===== config.mk =====
export PLATFORM = sky130hd
export DESIGN_NAME = dch_packet_handler
export DESIGN_NICKNAME = d
export VERILOG_FILES = /design/src/verilog/dch_pkg.sv /design/src/verilog/dch_crc8.sv /design/src/verilog/dch_status.sv /design/src/verilog/dch_packet_handler.sv
export SDC_FILE = /design/constraint.sdc
export NUM_CORES = 1
export LEC_CHECK = 0
export ABC_AREA = 1
export BUFFER_PORTS_ARGS = -buffer_cell sky130_fd_sc_hd__buf_2
export CORE_UTILIZATION = 35
export DETAILED_ROUTE_END_ITERATION = 16
export MAX_ROUTING_LAYER = met4
export PLACE_DENSITY = 0.63
export RECOVER_POWER = 25
export SLEW_MARGIN = 30
export SYNTH_ARGS = -nofsm -noshare
export SYNTH_HDL_FRONTEND = slang
export SYNTH_HIERARCHICAL = 1
export SYNTH_SLANG_ARGS = --single-unit

===== constraint.sdc =====
create_clock -name mclk -period 5.9 [get_ports mclk]
set_input_delay 0.885 -clock mclk [delete_from_list [all_inputs] [get_ports mclk]]
set_output_delay 0.885 -clock mclk [all_outputs]
set_load 0.01 [all_outputs]

===== src/verilog/dch_pkg.sv =====
// constants, types and functions shared by the daisy-chain packet handler
`default_nettype none

package dch_pkg;

   // ==========================================================
   // command codes
   localparam logic [7:0] CMD_ENUMERATE = 8'h57;
   localparam logic [7:0] CMD_BCAST_WRITE = 8'h02;
   localparam logic [7:0] CMD_BCAST_READ = 8'h03;
   localparam logic [2:0] CMD_UNI_WRITE_LOW = 3'h4;
   localparam logic [2:0] CMD_UNI_READ_LOW = 3'h5;

   // ==========================================================
   // byte positions within a packet, command byte is index 0
   localparam logic [7:0] IDX_CMD = 8'h00;
   localparam logic [7:0] IDX_REG = 8'h01;
   localparam logic [7:0] IDX_LSB = 8'h02;
   localparam logic [7:0] IDX_MSB = 8'h03;
   localparam logic [7:0] IDX_WR_PEC = 8'h04;
   localparam logic [7:0] IDX_ENUM_ADDR = 8'h02;
   localparam logic [7:0] ENUM_LEN = 8'h03;
   localparam logic [7:0] IDX_NONE = 8'hff;
   localparam logic [7:0] INSERT_SHIFT = 8'h02;

   // ==========================================================
   // data-check byte bit positions
   localparam int DC_BIT_PEC = 7;
   localparam int DC_BIT_FMEA = 6;
   localparam int DC_BIT_STATUS = 5;
   localparam int DC_BIT_OV = 2;
   localparam int DC_BIT_UV = 1;

   // ==========================================================
   // reset values and check-byte arithmetic
   localparam logic [4:0] RST_DEVICE_ADDRESS = 5'h00;
   localparam logic RST_ADDRESS_UNLOCK = 1'b1;
   localparam logic [7:0] CRC_INIT = 8'h00;
   localparam logic [7:0] CRC_POLY_DEFAULT = 8'h07;

   // ==========================================================
   // types
   typedef enum logic [2:0] {
      FR_IDLE = 3'b001,
      FR_CMD = 3'b010,
      FR_BODY = 3'b100
   } dch_frame_t;

   typedef enum logic [3:0] {
      MD_PASS = 4'b0001,
      MD_WRITE = 4'b0010,
      MD_READ = 4'b0100,
      MD_ENUM = 4'b1000
   } dch_mode_t;

   // ==========================================================
   // one byte of crc-8, msb first
   function automatic logic [7:0] dch_crc8_byte(input logic [7:0] crc, input logic [7:0] din,
                                                input logic [7:0] poly);
      logic [7:0] c;
      c = crc ^ din;
      for (int i = 0; i < 8; i++) begin
         c = c[7] ? ((c << 1) ^ poly) : (c << 1);
      end
      return c;
   endfunction

endpackage

`default_nettype wire


===== src/verilog/dch_crc8.sv =====
// running crc-8 accumulator over a byte stream
`default_nettype none

module dch_crc8 import dch_pkg::*; #(
   parameter logic [7:0] POLY = CRC_POLY_DEFAULT
) (
   input wire logic mclk,
   input wire logic reset,
   input wire logic clear,
   input wire logic step,
   input wire logic [7:0] din,
   output logic [7:0] crc
);

   // ==========================================================
   // accumulator
   always_ff @(posedge mclk or posedge reset) begin
      if (reset) begin
         crc <= CRC_INIT;
      end else if (clear) begin
         crc <= CRC_INIT;
      end else if (step) begin
         crc <= dch_crc8_byte(crc, din, POLY);
      end
   end

endmodule

`default_nettype wire


===== src/verilog/dch_status.sv =====
// sticky check-error alert and data-check status summary
`default_nettype none

module dch_status import dch_pkg::*; (
   input wire logic mclk,
   input wire logic reset,
   input wire logic failure_mode_alert_one,
   input wire logic failure_mode_alert_two,
   input wire logic overvoltage_alert,
   input wire logic undervoltage_alert,
   input wire logic other_status_alert,
   input wire logic pec_error,
   input wire logic check_error_alert_clear,
   output logic check_error_alert,
   output logic [7:0] summary
);

   // ==========================================================
   // sticky alert, set wins over clear
   always_ff @(posedge mclk or posedge reset) begin
      if (reset) begin
         check_error_alert <= 1'b0;
      end else if (pec_error) begin
         check_error_alert <= 1'b1;
      end else if (check_error_alert_clear) begin
         check_error_alert <= 1'b0;
      end
   end

   // ==========================================================
   // summary bits, unused bits 0, 3 and 4 stay zero so they forward
   always_comb begin
      summary = 8'h00;
      summary[DC_BIT_PEC] = check_error_alert;
      summary[DC_BIT_FMEA] = failure_mode_alert_one | failure_mode_alert_two;
      summary[DC_BIT_STATUS] = other_status_alert | check_error_alert;
      summary[DC_BIT_OV] = overvoltage_alert;
      summary[DC_BIT_UV] = undervoltage_alert;
   end

endmodule

`default_nettype wire


===== src/verilog/dch_packet_handler.sv =====
// packet handler for one device in a daisy-chained byte link
`default_nettype none

module dch_packet_handler import dch_pkg::*; #(
   parameter logic [7:0] CRC_POLY = CRC_POLY_DEFAULT
) (
   input wire logic mclk,
   input wire logic reset,
   input wire logic rx_valid,
   input wire logic [7:0] rx_data,
   input wire logic rx_preamble,
   input wire logic rx_stop,
   output logic tx_valid,
   output logic [7:0] tx_data,
   output logic tx_preamble,
   output logic tx_stop,
   input wire logic upstack_path,
   input wire logic alive_counter_enable,
   input wire logic check_bypass,
   input wire logic [4:0] first_address_field,
   input wire logic address_unlock_set,
   input wire logic failure_mode_alert_one,
   input wire logic failure_mode_alert_two,
   input wire logic overvoltage_alert,
   input wire logic undervoltage_alert,
   input wire logic other_status_alert,
   input wire logic check_error_alert_clear,
   output logic [7:0] reg_addr,
   input wire logic reg_addr_ok,
   input wire logic [15:0] reg_rd_data,
   output logic reg_wr_en,
   output logic [15:0] reg_wr_data,
   output logic [4:0] device_address_field,
   output logic address_unlock,
   output logic check_error_alert
);

   // ==========================================================
   // declarations
   dch_frame_t frame;
   dch_mode_t mode;
   logic [7:0] idx, pec_idx, dc_idx;
   logic merge, recalc, bump, insert;
   logic [7:0] dly0, dly1, own_msb, wr_lsb, wr_msb;
   logic [4:0] enum_addr, slot;
   logic [7:0] rx_crc, tx_crc, summary;
   logic body_byte, cmd_byte, uni_match, insert_now, own_byte;
   logic [7:0] src, next_tx_data;
   logic pec_check, pec_bad, pec_good, tx_crc_step, rx_crc_step;

   // ==========================================================
   // byte classification
   assign body_byte = rx_valid && !rx_preamble && !rx_stop && (frame == FR_BODY);
   assign cmd_byte = rx_valid && !rx_preamble && !rx_stop && (frame == FR_CMD);
   assign uni_match = (rx_data[7:3] == device_address_field);
   assign slot = device_address_field - first_address_field;
   assign insert_now = insert || ((mode == MD_READ) && (idx == IDX_LSB) && reg_addr_ok);

   // ==========================================================
   // framing and byte index
   always_ff @(posedge mclk or posedge reset) begin
      if (reset) begin
         frame <= FR_IDLE;
         idx <= IDX_CMD;
      end else if (rx_preamble) begin
         frame <= FR_CMD;
         idx <= IDX_CMD;
      end else if (rx_stop) begin
         frame <= FR_IDLE;
      end else if (cmd_byte) begin
         frame <= FR_BODY;
         idx <= IDX_REG;
      end else if (body_byte && (idx != IDX_NONE)) begin
         idx <= idx + 8'h01;
      end
   end

   // ==========================================================
   // command decode and per-packet handling flags
   always_ff @(posedge mclk or posedge reset) begin
      if (reset) begin
         mode <= MD_PASS;
         merge <= 1'b0;
         recalc <= 1'b0;
         bump <= 1'b0;
         insert <= 1'b0;
         pec_idx <= IDX_NONE;
         dc_idx <= IDX_NONE;
      end else if (rx_preamble) begin
         mode <= MD_PASS;
         merge <= 1'b0;
         recalc <= 1'b0;
         bump <= 1'b0;
         insert <= 1'b0;
         pec_idx <= IDX_NONE;
         dc_idx <= IDX_NONE;
      end else if (cmd_byte) begin
         if ((rx_data == CMD_ENUMERATE) && address_unlock) begin
            mode <= MD_ENUM;
         end else if (rx_data == CMD_BCAST_WRITE) begin
            mode <= MD_WRITE;
            bump <= 1'b1;
            pec_idx <= IDX_WR_PEC;
         end else if ((rx_data[2:0] == CMD_UNI_WRITE_LOW) && uni_match) begin
            mode <= MD_WRITE;
            bump <= 1'b1;
            pec_idx <= IDX_WR_PEC;
         end else if (rx_data == CMD_BCAST_READ) begin
            mode <= MD_READ;
            merge <= 1'b1;
            recalc <= 1'b1;
            bump <= 1'b1;
            dc_idx <= IDX_LSB + {2'b00, slot, 1'b0};
            pec_idx <= IDX_LSB + {2'b00, slot, 1'b0} + 8'h01;
         end else if ((rx_data[2:0] == CMD_UNI_READ_LOW) && uni_match) begin
            mode <= MD_READ;
            merge <= 1'b1;
            recalc <= 1'b1;
            bump <= 1'b1;
            dc_idx <= IDX_LSB;
            pec_idx <= IDX_MSB;
         end
      end else if (body_byte && (mode == MD_READ) && (idx == IDX_LSB)) begin
         if (reg_addr_ok) begin
            insert <= 1'b1;
         end else begin
            mode <= MD_PASS;
            merge <= 1'b0;
            recalc <= 1'b0;
         end
      end
   end

   // ==========================================================
   // register address, own read data and two-byte delay line
   always_ff @(posedge mclk or posedge reset) begin
      if (reset) begin
         reg_addr <= 8'h00;
      end else if (body_byte && (idx == IDX_REG)) begin
         reg_addr <= rx_data;
      end
   end

   always_ff @(posedge mclk or posedge reset) begin
      if (reset) begin
         dly0 <= 8'h00;
         dly1 <= 8'h00;
         own_msb <= 8'h00;
      end else if (body_byte && insert_now) begin
         dly1 <= dly0;
         dly0 <= rx_data;
         if (idx == IDX_LSB) begin
            own_msb <= reg_rd_data[15:8];
         end
      end
   end

   // ==========================================================
   // outgoing byte: insertion, data-check merge, check byte, alive
   always_comb begin
      own_byte = 1'b0;
      src = idx;
      next_tx_data = rx_data;
      if ((frame == FR_BODY) && insert_now) begin
         if (idx == IDX_LSB) begin
            own_byte = 1'b1;
            next_tx_data = reg_rd_data[7:0];
         end else if (idx == IDX_MSB) begin
            own_byte = 1'b1;
            next_tx_data = own_msb;
         end else begin
            src = idx - INSERT_SHIFT;
            next_tx_data = dly1;
         end
      end
      if ((frame == FR_BODY) && !own_byte) begin
         if (merge && (src == dc_idx)) begin
            next_tx_data = next_tx_data | summary;
         end
         if (recalc && (src == pec_idx)) begin
            next_tx_data = tx_crc;
         end
         if (bump && alive_counter_enable && (src == pec_idx + 8'h01)) begin
            next_tx_data = next_tx_data + 8'h01;
         end
         if ((mode == MD_ENUM) && upstack_path && (src == IDX_ENUM_ADDR)) begin
            next_tx_data = {rx_data[7:5], rx_data[4:0] + 5'h01};
         end
      end
   end

   // ==========================================================
   // check bytes, received and outgoing
   assign rx_crc_step = cmd_byte || (body_byte && (idx < pec_idx));
   assign tx_crc_step = cmd_byte || (body_byte && (own_byte || (src < pec_idx)));

   dch_crc8 #(
      .POLY(CRC_POLY)
   ) u_rx_crc (
      .mclk(mclk),
      .reset(reset),
      .clear(rx_preamble),
      .step(rx_crc_step),
      .din(rx_data),
      .crc(rx_crc)
   );

   dch_crc8 #(
      .POLY(CRC_POLY)
   ) u_tx_crc (
      .mclk(mclk),
      .reset(reset),
      .clear(rx_preamble),
      .step(tx_crc_step),
      .din(next_tx_data),
      .crc(tx_crc)
   );

   assign pec_check = body_byte && (pec_idx != IDX_NONE) && (idx == pec_idx) && !check_bypass;
   assign pec_bad = pec_check && (rx_data != rx_crc);
   assign pec_good = pec_check && (rx_data == rx_crc);

   dch_status u_status (
      .mclk(mclk),
      .reset(reset),
      .failure_mode_alert_one(failure_mode_alert_one),
      .failure_mode_alert_two(failure_mode_alert_two),
      .overvoltage_alert(overvoltage_alert),
      .undervoltage_alert(undervoltage_alert),
      .other_status_alert(other_status_alert),
      .pec_error(pec_bad),
      .check_error_alert_clear(check_error_alert_clear),
      .check_error_alert(check_error_alert),
      .summary(summary)
   );

   // ==========================================================
   // register writes
   always_ff @(posedge mclk or posedge reset) begin
      if (reset) begin
         wr_lsb <= 8'h00;
         wr_msb <= 8'h00;
      end else if (body_byte && (mode == MD_WRITE)) begin
         if (idx == IDX_LSB) begin
            wr_lsb <= rx_data;
         end
         if (idx == IDX_MSB) begin
            wr_msb <= rx_data;
         end
      end
   end

   always_ff @(posedge mclk or posedge reset) begin
      if (reset) begin
         reg_wr_en <= 1'b0;
         reg_wr_data <= 16'h0000;
      end else begin
         reg_wr_en <= 1'b0;
         if ((mode == MD_WRITE) && reg_addr_ok) begin
            if (pec_good || (rx_stop && (frame == FR_BODY) && check_bypass
                             && (idx > IDX_WR_PEC))) begin
               reg_wr_en <= 1'b1;
               reg_wr_data <= {wr_msb, wr_lsb};
            end
         end
      end
   end

   // ==========================================================
   // address enumeration and unlock
   always_ff @(posedge mclk or posedge reset) begin
      if (reset) begin
         enum_addr <= RST_DEVICE_ADDRESS;
      end else if (body_byte && (mode == MD_ENUM) && (idx == IDX_ENUM_ADDR)) begin
         enum_addr <= rx_data[4:0];
      end
   end

   always_ff @(posedge mclk or posedge reset) begin
      if (reset) begin
         device_address_field <= RST_DEVICE_ADDRESS;
         address_unlock <= RST_ADDRESS_UNLOCK;
      end else if (rx_stop && (frame == FR_BODY) && (mode == MD_ENUM) && upstack_path
                   && (idx == ENUM_LEN)) begin
         device_address_field <= enum_addr;
         address_unlock <= 1'b0;
      end else if (address_unlock_set) begin
         address_unlock <= 1'b1;
      end
   end

   // ==========================================================
   // output stage, one cycle behind the input
   always_ff @(posedge mclk or posedge reset) begin
      if (reset) begin
         tx_valid <= 1'b0;
         tx_data <= 8'h00;
         tx_preamble <= 1'b0;
         tx_stop <= 1'b0;
      end else begin
         tx_preamble <= rx_preamble;
         tx_stop <= rx_stop && !rx_preamble;
         tx_valid <= rx_valid && !rx_preamble && !rx_stop;
         if (rx_valid && !rx_preamble && !rx_stop) begin
            tx_data <= next_tx_data;
         end
      end
   end

endmodule

`default_nettype wire


; ---- Word-level counts from Yosys, hierarchy flattened
; Cells that the tools add are included.
[totals]
inputBits = 45
output_inout_bits = 43
register_bits = 138
wordCells = 252
[op_classes]
order_cmp = 3
n_mux = 89
n_addsub = 8
eq_ne = 34
bitwise = 21
n_reduce_logical = 71
[ops]
columns = operator, n
row1 = 8-bit 2-to-1 mux, 34
row2 = 3-bit 2-to-1 mux, 19
row3 = 3-bit NOT, 16
row4 = "8-bit by 2-bit equality test with 1-bit output, second input constant", 5
row5 = 8-bit equality test, 5
row6 = 1-bit logical AND, 40
row7 = 4-bit 2-to-1 mux, 9
row8 = 1-bit 2-to-1 mux, 27
row9 = "8-bit by 1-bit adder with 8-bit output, second input constant", 3
row10 = 8-bit < comparator, 2
row11 = "8-bit != test, second input constant", 2
row12 = 8-bit XOR, 2
row13 = 2-bit nonzero test, 7
row14 = 3-bit nonzero test, 4
row15 = "2-bit != test, second input constant", 5
row16 = 2-bit AND reduction, 5
row17 = "3-bit equality test, second input constant", 3
row18 = "3-bit != test, second input constant", 3
row19 = 3-bit AND reduction, 3
row20 = "7-bit by 1-bit adder with 8-bit output, second input constant", 1
row21 = "8-bit by 1-bit equality test with 1-bit output, second input constant", 1
row22 = "8-bit by 7-bit equality test with 1-bit output, second input constant", 1
row23 = "8-bit by 3-bit greater-than comparator with 1-bit output, second input constant", 1
row24 = 8-bit != test, 1
row25 = 19 further kinds, 27

; ---- Longest topological paths before layout
[depth]
depth_word = 34
ltp_mapped = 38
mapped_depth_nobuf = 38

; ---- Modules after synthesis
; The synthesis kept the hierarchy.
[by_module_without_submodules]
columns = module, instances, area_per_inst_um2, cells_per_inst, seq_area_each_um2
row1 = dch_packet_handler, 1, 7463.4, 946, 3025.4
row2 = dch_crc8 at u_rx_crc, 1, 660.6, 111, 200.2
row3 = dch_crc8 at u_tx_crc, 1, 638.1, 109, 200.2
row4 = dch_status, 1, 105.1, 15, 25.0

; ---- Least setup slack after synthesis
; No wires, ideal clock.
[synth_timing]
kind = input to register
startpoint = in reg_addr_ok
endpoint = reg u_tx_crc.crc[4]
arrival_ns = 4.136
slack_ns = 1.698
n_path_buf = 0
path_stages = 29
setup_time_ns = 0.065
t_required_ns = 5.835
path_cell_list = inv_1 nor2_2 nand2_4 nand2_8 nand2_8 nand2_1 nand2_1 ha_1 nand2_1 nor2_1 nand3_1 inv_1 nor2_1 o21ai_1 o21ai_2 inv_1 ha_1 nand4_1 nor2_2 nand2_1 nand2_1 nand3_1 a31oi_1 xor2_2 xnor2_1 inv_1 nand2_1 nand3_1 nand2_1
[synth_between]
elab_chain_cells = 21
elab_cells_between_ends = 37
cone_classes = 1 x add/sub / 1 x order compare / 4 x eq/ne / 14 x mux / 4 x bitwise / 13 x reduce/logical
[synth_lines]
columns = element, line_no
row1 = from (decl), dch_packet_handler.sv:29  ; input wire logic reg_addr_ok,
row2 = 1-bit logical AND (*), dch_packet_handler.sv:57  ; assign insert_now = insert || ((mode == MD_READ) && (idx == IDX_LSB) && reg_addr_ok);
row3 = 1-bit logical OR (*), dch_packet_handler.sv:57
row4 = 1-bit logical AND (*), dch_packet_handler.sv:164  ; if ((frame == FR_BODY) && insert_now) begin
row5 = 8-bit 2-to-1 mux, dch_packet_handler.sv:164
row6 = 8-bit equality test, dch_packet_handler.sv:177  ; if (merge && (src == dc_idx)) begin
row7 = 1-bit logical AND, dch_packet_handler.sv:177
row8 = 8-bit 2-to-1 mux, dch_packet_handler.sv:177
row9 = 8-bit 2-to-1 mux, dch_packet_handler.sv:180  ; if (recalc && (src == pec_idx)) begin
row10 = [... 5 more ...], --
row11 = net next_tx_data[4], dch_packet_handler.sv:48  ; logic [7:0] src, next_tx_data;
row12 = 8-bit XOR (*), dch_pkg.sv:61  ; c = crc ^ din;
row13 = 3-bit 2-to-1 mux (*), dch_pkg.sv:63  ; c = c[7] ? ((c << 1) ^ poly) : (c << 1);
row14 = 3-bit NOT (no source line), --
row15 = 3-bit 2-to-1 mux (*), dch_pkg.sv:63
row16 = 3-bit NOT (no source line), --
row17 = 3-bit 2-to-1 mux (*), dch_pkg.sv:63
row18 = 8-bit 2-to-1 mux (*), dch_crc8.sv:22  ; end else if (step) begin
row19 = 8-bit 2-to-1 mux (*), dch_crc8.sv:20  ; end else if (clear) begin
row20 = to (signal assigned), dch_crc8.sv:23  ; crc <= dch_crc8_byte(crc, din, POLY);
row21 = to (decl), dch_crc8.sv:12  ; output logic [7:0] crc
; Mark *: on every way through the listed nets, which the timed path passes. The rest lies on a longest branch. The select of a mux whose other input is x is not followed.
; A chain may end at the register's enable or synchronous reset.

; ---- Worst setup path after layout
[layout_timing]
startpoint = reg idx[2]
endpoint = reg u_tx_crc.crc[4]
[layout_between]
elab_chain_cells = 23
elab_cells_between_ends = 47
cone_classes = 2 x add/sub / 1 x order compare / 6 x eq/ne / 20 x mux / 4 x bitwise / 14 x reduce/logical
[layout_lines]
columns = element, line_no
row1 = from (decl), dch_packet_handler.sv:42  ; logic [7:0] idx, pec_idx, dc_idx;
row2 = from (signal assigned), dch_packet_handler.sv:74  ; idx <= idx + 8'h01;
row3 = branches (longest 14 deep; another with 8-bit by 2-bit subtractor with 8-bit output), --
row4 = 8-bit 2-to-1 mux (*), dch_packet_handler.sv:176  ; if ((frame == FR_BODY) && !own_byte) begin
row5 = net next_tx_data[4], dch_packet_handler.sv:48
row6 = 8-bit XOR (*), dch_pkg.sv:61
row7 = 3-bit 2-to-1 mux (*), dch_pkg.sv:63
row8 = 3-bit NOT (no source line), --
row9 = 3-bit 2-to-1 mux (*), dch_pkg.sv:63
row10 = 3-bit NOT (no source line), --
row11 = 3-bit 2-to-1 mux (*), dch_pkg.sv:63
row12 = 8-bit 2-to-1 mux (*), dch_crc8.sv:22
row13 = 8-bit 2-to-1 mux (*), dch_crc8.sv:20
; Mark *: on every way through the listed nets, which the timed path passes. The select of a mux whose other input is x is not followed.

==> impl_results.html <==
<table>
<tr><th>Metric</th><th>Value</th></tr>
<tr><th colspan="2">Synthesis</th></tr>
<tr><td>Average cell area after synthesis</td><td>7.51 µm²</td></tr>
<tr><td>Mux cell area share after synthesis</td><td>0.0254</td></tr>
<tr><td>Number of register bits inferred by synthesis</td><td>137</td></tr>
<tr><td>Dominant combinational cell family by area after synthesis</td><td>simple AND/OR/NAND/NOR gates</td></tr>
<tr><td>Number of synthesized flops with an enable pin</td><td>0</td></tr>
<tr><td>Cells after synthesis</td><td>1181</td></tr>
<tr><td>Compound-Gate Fraction of Synth Area</td><td>0.102</td></tr>
<tr><td>Prevailing post-synth register cell</td><td>sky130_fd_sc_hd__dfrtp_1</td></tr>
<tr><td>Number of warnings printed during yosys synthesis</td><td>6</td></tr>
<tr><td>Synth Cell Area</td><td>8870 µm²</td></tr>
<tr><td>Synth Area in Adders</td><td>0.0474</td></tr>
<tr><td>Netlist cell types</td><td>59</td></tr>
<tr><td>Post-synthesis simple-gate area fraction</td><td>0.319</td></tr>
<tr><td>Share of synthesized registers carrying an async set or reset</td><td>1.00</td></tr>
<tr><td>Proportion of synthesized chip area in sequential cells</td><td>0.389</td></tr>
<tr><td>Parity-gate share of the synthesized area counting xor and xnor cells</td><td>0.0381</td></tr>
<tr><th colspan="2">Setup path</th></tr>
<tr><td>Data required time at the worst endpoint</td><td>between 6000 and 7000 ps</td></tr>
<tr><td>Element type at the critical path start</td><td>register</td></tr>
<tr><td>Critical path class</td><td>register to register</td></tr>
<tr><td>Highest-delay cell along the critical path</td><td>sky130_fd_sc_hd__a21oi_2</td></tr>
<tr><td>Worst EP arrival</td><td>~5600 ps</td></tr>
<tr><td>Worst setup EP type</td><td>register</td></tr>
<tr><td>Maximum fanout count along the critical path</td><td>11</td></tr>
<tr><td>Max stage delay on crit path</td><td>490 ps</td></tr>
<tr><td>Most used cell along the critical path</td><td>sky130_fd_sc_hd__nand2_1</td></tr>
<tr><th colspan="2">Power and ir drop</th></tr>
<tr><td>Power density over the cells</td><td>239 nW/µm²</td></tr>
<tr><td>Sequential cell fraction of total power</td><td>0.404</td></tr>
<tr><td>Switching Share</td><td>0.259</td></tr>
<tr><td>P_sw</td><td>about 0.00063 W</td></tr>
<tr><td>Relative contribution of combinational cells to total power</td><td>0.117</td></tr>
<tr><td>Clock group share of total power</td><td>0.479</td></tr>
<tr><td>Standby leakage power</td><td>5.38 nW</td></tr>
<tr><td>Internal power of the cells</td><td>0.00182 W</td></tr>
<tr><td>Max VDD drop</td><td>about 0.15 mV</td></tr>
<tr><th colspan="2">Finish</th></tr>
<tr><td>Register containing the most flip-flops in the final layout</td><td>reg_wr_data</td></tr>
<tr><td># fillers</td><td>2564</td></tr>
<tr><td>Commonest cells after routing, fill and taps aside</td><td>376 x sky130_fd_sc_hd__nand2_1, 134 x sky130_fd_sc_hd__inv_1, 119 x sky130_fd_sc_hd__dfrtp_1, 84 x sky130_fd_sc_hd__o21ai_0, 84 x sky130_fd_sc_hd__buf_2</td></tr>
<tr><td>Seq. cell area</td><td>3450 µm²</td></tr>
<tr><td>Number of flip-flops in the largest register</td><td>16</td></tr>
<tr><td>Core occupancy in the finished layout</td><td>0.417</td></tr>
<tr><td>Total number of nets in the final design</td><td>1344</td></tr>
<tr><td>ANT cells</td><td>0</td></tr>
<tr><td>Commonest non-fill, non-tap cell in the layout</td><td>sky130_fd_sc_hd__nand2_1</td></tr>
<tr><td>Synthesis-to-finish area growth</td><td>15.6%</td></tr>
<tr><td>Layout cell share with drive strength beyond 1</td><td>0.182</td></tr>
<tr><td>Multi-input gate area in the final layout</td><td>4730 µm²</td></tr>
<tr><th colspan="2">Timing</th></tr>
<tr><td>Max_slew headroom</td><td>-0.875</td></tr>
<tr><td>Minimum hold slack</td><td>359 ps</td></tr>
<tr><td>Least-Margin Pin Slew</td><td>around 2800 ps</td></tr>
<tr><td>Top achievable clock speed</td><td>189 MHz</td></tr>
<tr><td>Maximum clock skew at final layout</td><td>8.79 ps</td></tr>
<tr><td>Final clock period utilization by the worst path</td><td>0.896</td></tr>
<tr><td>Unrepaired setup endpoints after global routing</td><td>false</td></tr>
<tr><td>Final number of hold-violating endpoints</td><td>0</td></tr>
<tr><td>Total setup violations reported at the end of the flow</td><td>0</td></tr>
<tr><td>Final Max Slew Viols</td><td>60</td></tr>
<tr><td>Final total negative setup slack</td><td>0 ps</td></tr>
<tr><td>Minimum period implied by the final worst setup slack</td><td>about 5300 ps</td></tr>
<tr><th colspan="2">Clocking</th></tr>
<tr><td>H-tree levels</td><td>4</td></tr>
<tr><td>Post-cts sizing count</td><td>0</td></tr>
<tr><td>Number of CTS-inserted buffers</td><td>17</td></tr>
<tr><td>CTS clock-pin slew for the worst setup and hold paths</td><td>60 ps</td></tr>
<tr><td>Clock insertion delay at the later pin of the skew report</td><td>approximately 420 ps</td></tr>
<tr><td># Post-CTS Setup Buffers</td><td>0</td></tr>
<tr><td>Number of buffers inserted for hold repair after clock tree synthesis</td><td>0</td></tr>
<tr><td>Maximum clock path buffer count</td><td>2</td></tr>
<tr><td>CTS root buffer</td><td>sky130_fd_sc_hd__clkbuf_16</td></tr>
<tr><td>Clock tree sinks</td><td>approximately 140</td></tr>
<tr><td>CTS tree</td><td>done</td></tr>
<tr><th colspan="2">Detailed routing</th></tr>
<tr><td>Post-detailed-routing wire length</td><td>26300 µm</td></tr>
<tr><td>Initial DRC count</td><td>628</td></tr>
<tr><td>Drt first pass iters</td><td>5</td></tr>
<tr><td>Via-per-instance ratio</td><td>5.04</td></tr>
<tr><td>DRC</td><td>0</td></tr>
<tr><td>Vias post-DR</td><td>8072</td></tr>
<tr><td>Drt wl/cell</td><td>16.4 µm</td></tr>
<tr><td>Remaining antenna violation count after routing</td><td>0</td></tr>
<tr><th colspan="2">Run status</th></tr>
<tr><td>Outcome</td><td>complete, but fails checks</td></tr>
<tr><td>Failing checks</td><td>max-capacitance violations, max-slew violations</td></tr>
<tr><th colspan="2">Floorplan</th></tr>
<tr><td>Width of the chip</td><td>roughly 160 µm</td></tr>
<tr><td>Standard-cell rows</td><td>57</td></tr>
<tr><td>I/O pin count</td><td>88</td></tr>
<tr><td>Die footprint</td><td>26000 µm²</td></tr>
<tr><td>Starting density of the core</td><td>0.360</td></tr>
<tr><td>Y dimension of the die</td><td>approximately 160 µm</td></tr>
<tr><td>Area inside the core boundary</td><td>roughly 25000 µm²</td></tr>
<tr><th colspan="2">Run</th></tr>
<tr><td>Max Cap Viol</td><td>1</td></tr>
<tr><th colspan="2">Global routing</th></tr>
<tr><td>Via count of the first global-routing pass</td><td>between 7k and 8k</td></tr>
<tr><td>Congestion Overflow GR</td><td>0</td></tr>
<tr><td>Gr usage total</td><td>0.218</td></tr>
<tr><td>Largest net degree at the start of global routing</td><td>63</td></tr>
<tr><td>Wire length of the first global-routing pass</td><td>42600 µm</td></tr>
<tr><td>Number of antenna violations at the first check in global routing</td><td>0</td></tr>
<tr><th colspan="2">Min path</th></tr>
<tr><td>Worst hold-check path type</td><td>input port to asynchronous set/reset pin</td></tr>
<tr><th colspan="2">Placed design</th></tr>
<tr><td>Placed wire-length estimate</td><td>20200 µm</td></tr>
<tr><td>Port Buffer Count</td><td>87</td></tr>
<tr><td>Weighted congestion reported at the end of routability-driven placement</td><td>between 0.9 and 1</td></tr>
</table>
## power by group through the flow
stage	Clock, W	Combinational (W)	Sequential [W]
after floorplan	0	0.000187	0.00101
after global placement	0	0.000283	0.00101
after detailed placement	0	0.000286	0.00101
after CTS	0.00120	0.000287	0.000991
after global routing	0.00123	0.000325	0.000995
final	0.00117	0.000287	0.000992
## worst paths after layout
path | from | end | slack, ps | cells after the start
max | idx[2] | u_tx_crc/crc[4] | 610 | 31
min | reset | u_status/check_error_alert | 360 | 2
max reg2reg | idx[2] | u_tx_crc/crc[4] | 610 | 31
min reg2reg | wr_msb[1] | reg_wr_data[9] | 470 | 2
max in group asynchronous | reset | reg_addr[6] | 2810 | 3
min in group mclk | wr_msb[1] | reg_wr_data[9] | 470 | 2
## cells in the mapped netlist, drive strengths merged, types with 14 or more instances
master  count  area share
clkbuf     14      0.0059
ha         32       0.045
o21ai      97       0.056
nand2     398        0.18
dfstp      18       0.053
mux2       20       0.025
dfrtp     119        0.34
inv       148       0.063
nor2       77       0.043
a21oi      30       0.019
nand4      22       0.016
xor2       14       0.016
xnor2      22       0.023
nand3      88       0.055
## area by class of cell
| type | count | area share |
|---|---|---|
| multi-input cells | 870 | 0.461 |
| repair buffers | 89 | 0.0436 |
| clock buffers | 22 | 0.0472 |
| inverters | 151 | 0.0557 |
| well taps | 324 | 0.0395 |
| flip-flops and latches | 137 | 0.337 |
| clock inverters | 10 | 0.0161 |
## worst max-delay path: cells and delay by family, from the launching register on
family                   cells  cell delay [ps]
AO/OA/AOI/OAI                4             1020
XOR/XNOR                     2              430
adder cells (fa/ha/maj)      3              650
buffers and inverters        5              630
flip-flops                   1              470
AND/OR/NAND/NOR             17             2020
## per-stage QoR
stage | cells | power, W | instance area [µm²] | setup slack [ps]
2_1_floorplan | 1183 | 0.00120 | 8870 | 1700
3_3_place_gp | 1571 | 0.00129 | 9610 | 852
3_5_place_dp | 1571 | 0.00129 | 9610 | 650
4_1_cts | 1603 | 0.00247 | 10300 | 694
5_1_grt | 1603 | 0.00255 | 10300 | 16.4
6_report | 1603 | 0.00245 | 10300 | 611
## kinds of logic (layout without fill, tap and decap cells)
| kind of cell | Yosys count | in the layout |
|---|---|---|
| simple gates | 618 | 618 |
| buf+inv | 176 | 272 |
| compound gates | 160 | 160 |
| flops | 137 | 137 |
| xor+xnor | 36 | 36 |
| fa+ha+maj | 33 | 33 |
| mux | 20 | 20 |
| other cells | 1 | 3 |
## layer usage
layer / share of wire / track usage
met3: 0.052 / 0.0267
met1: 0.47 / 0.294
met4: 0.026 / 0.0823
met5: 0 / -
met2: 0.45 / 0.334
No activity file was read; power rests on OpenSTA's default activity.
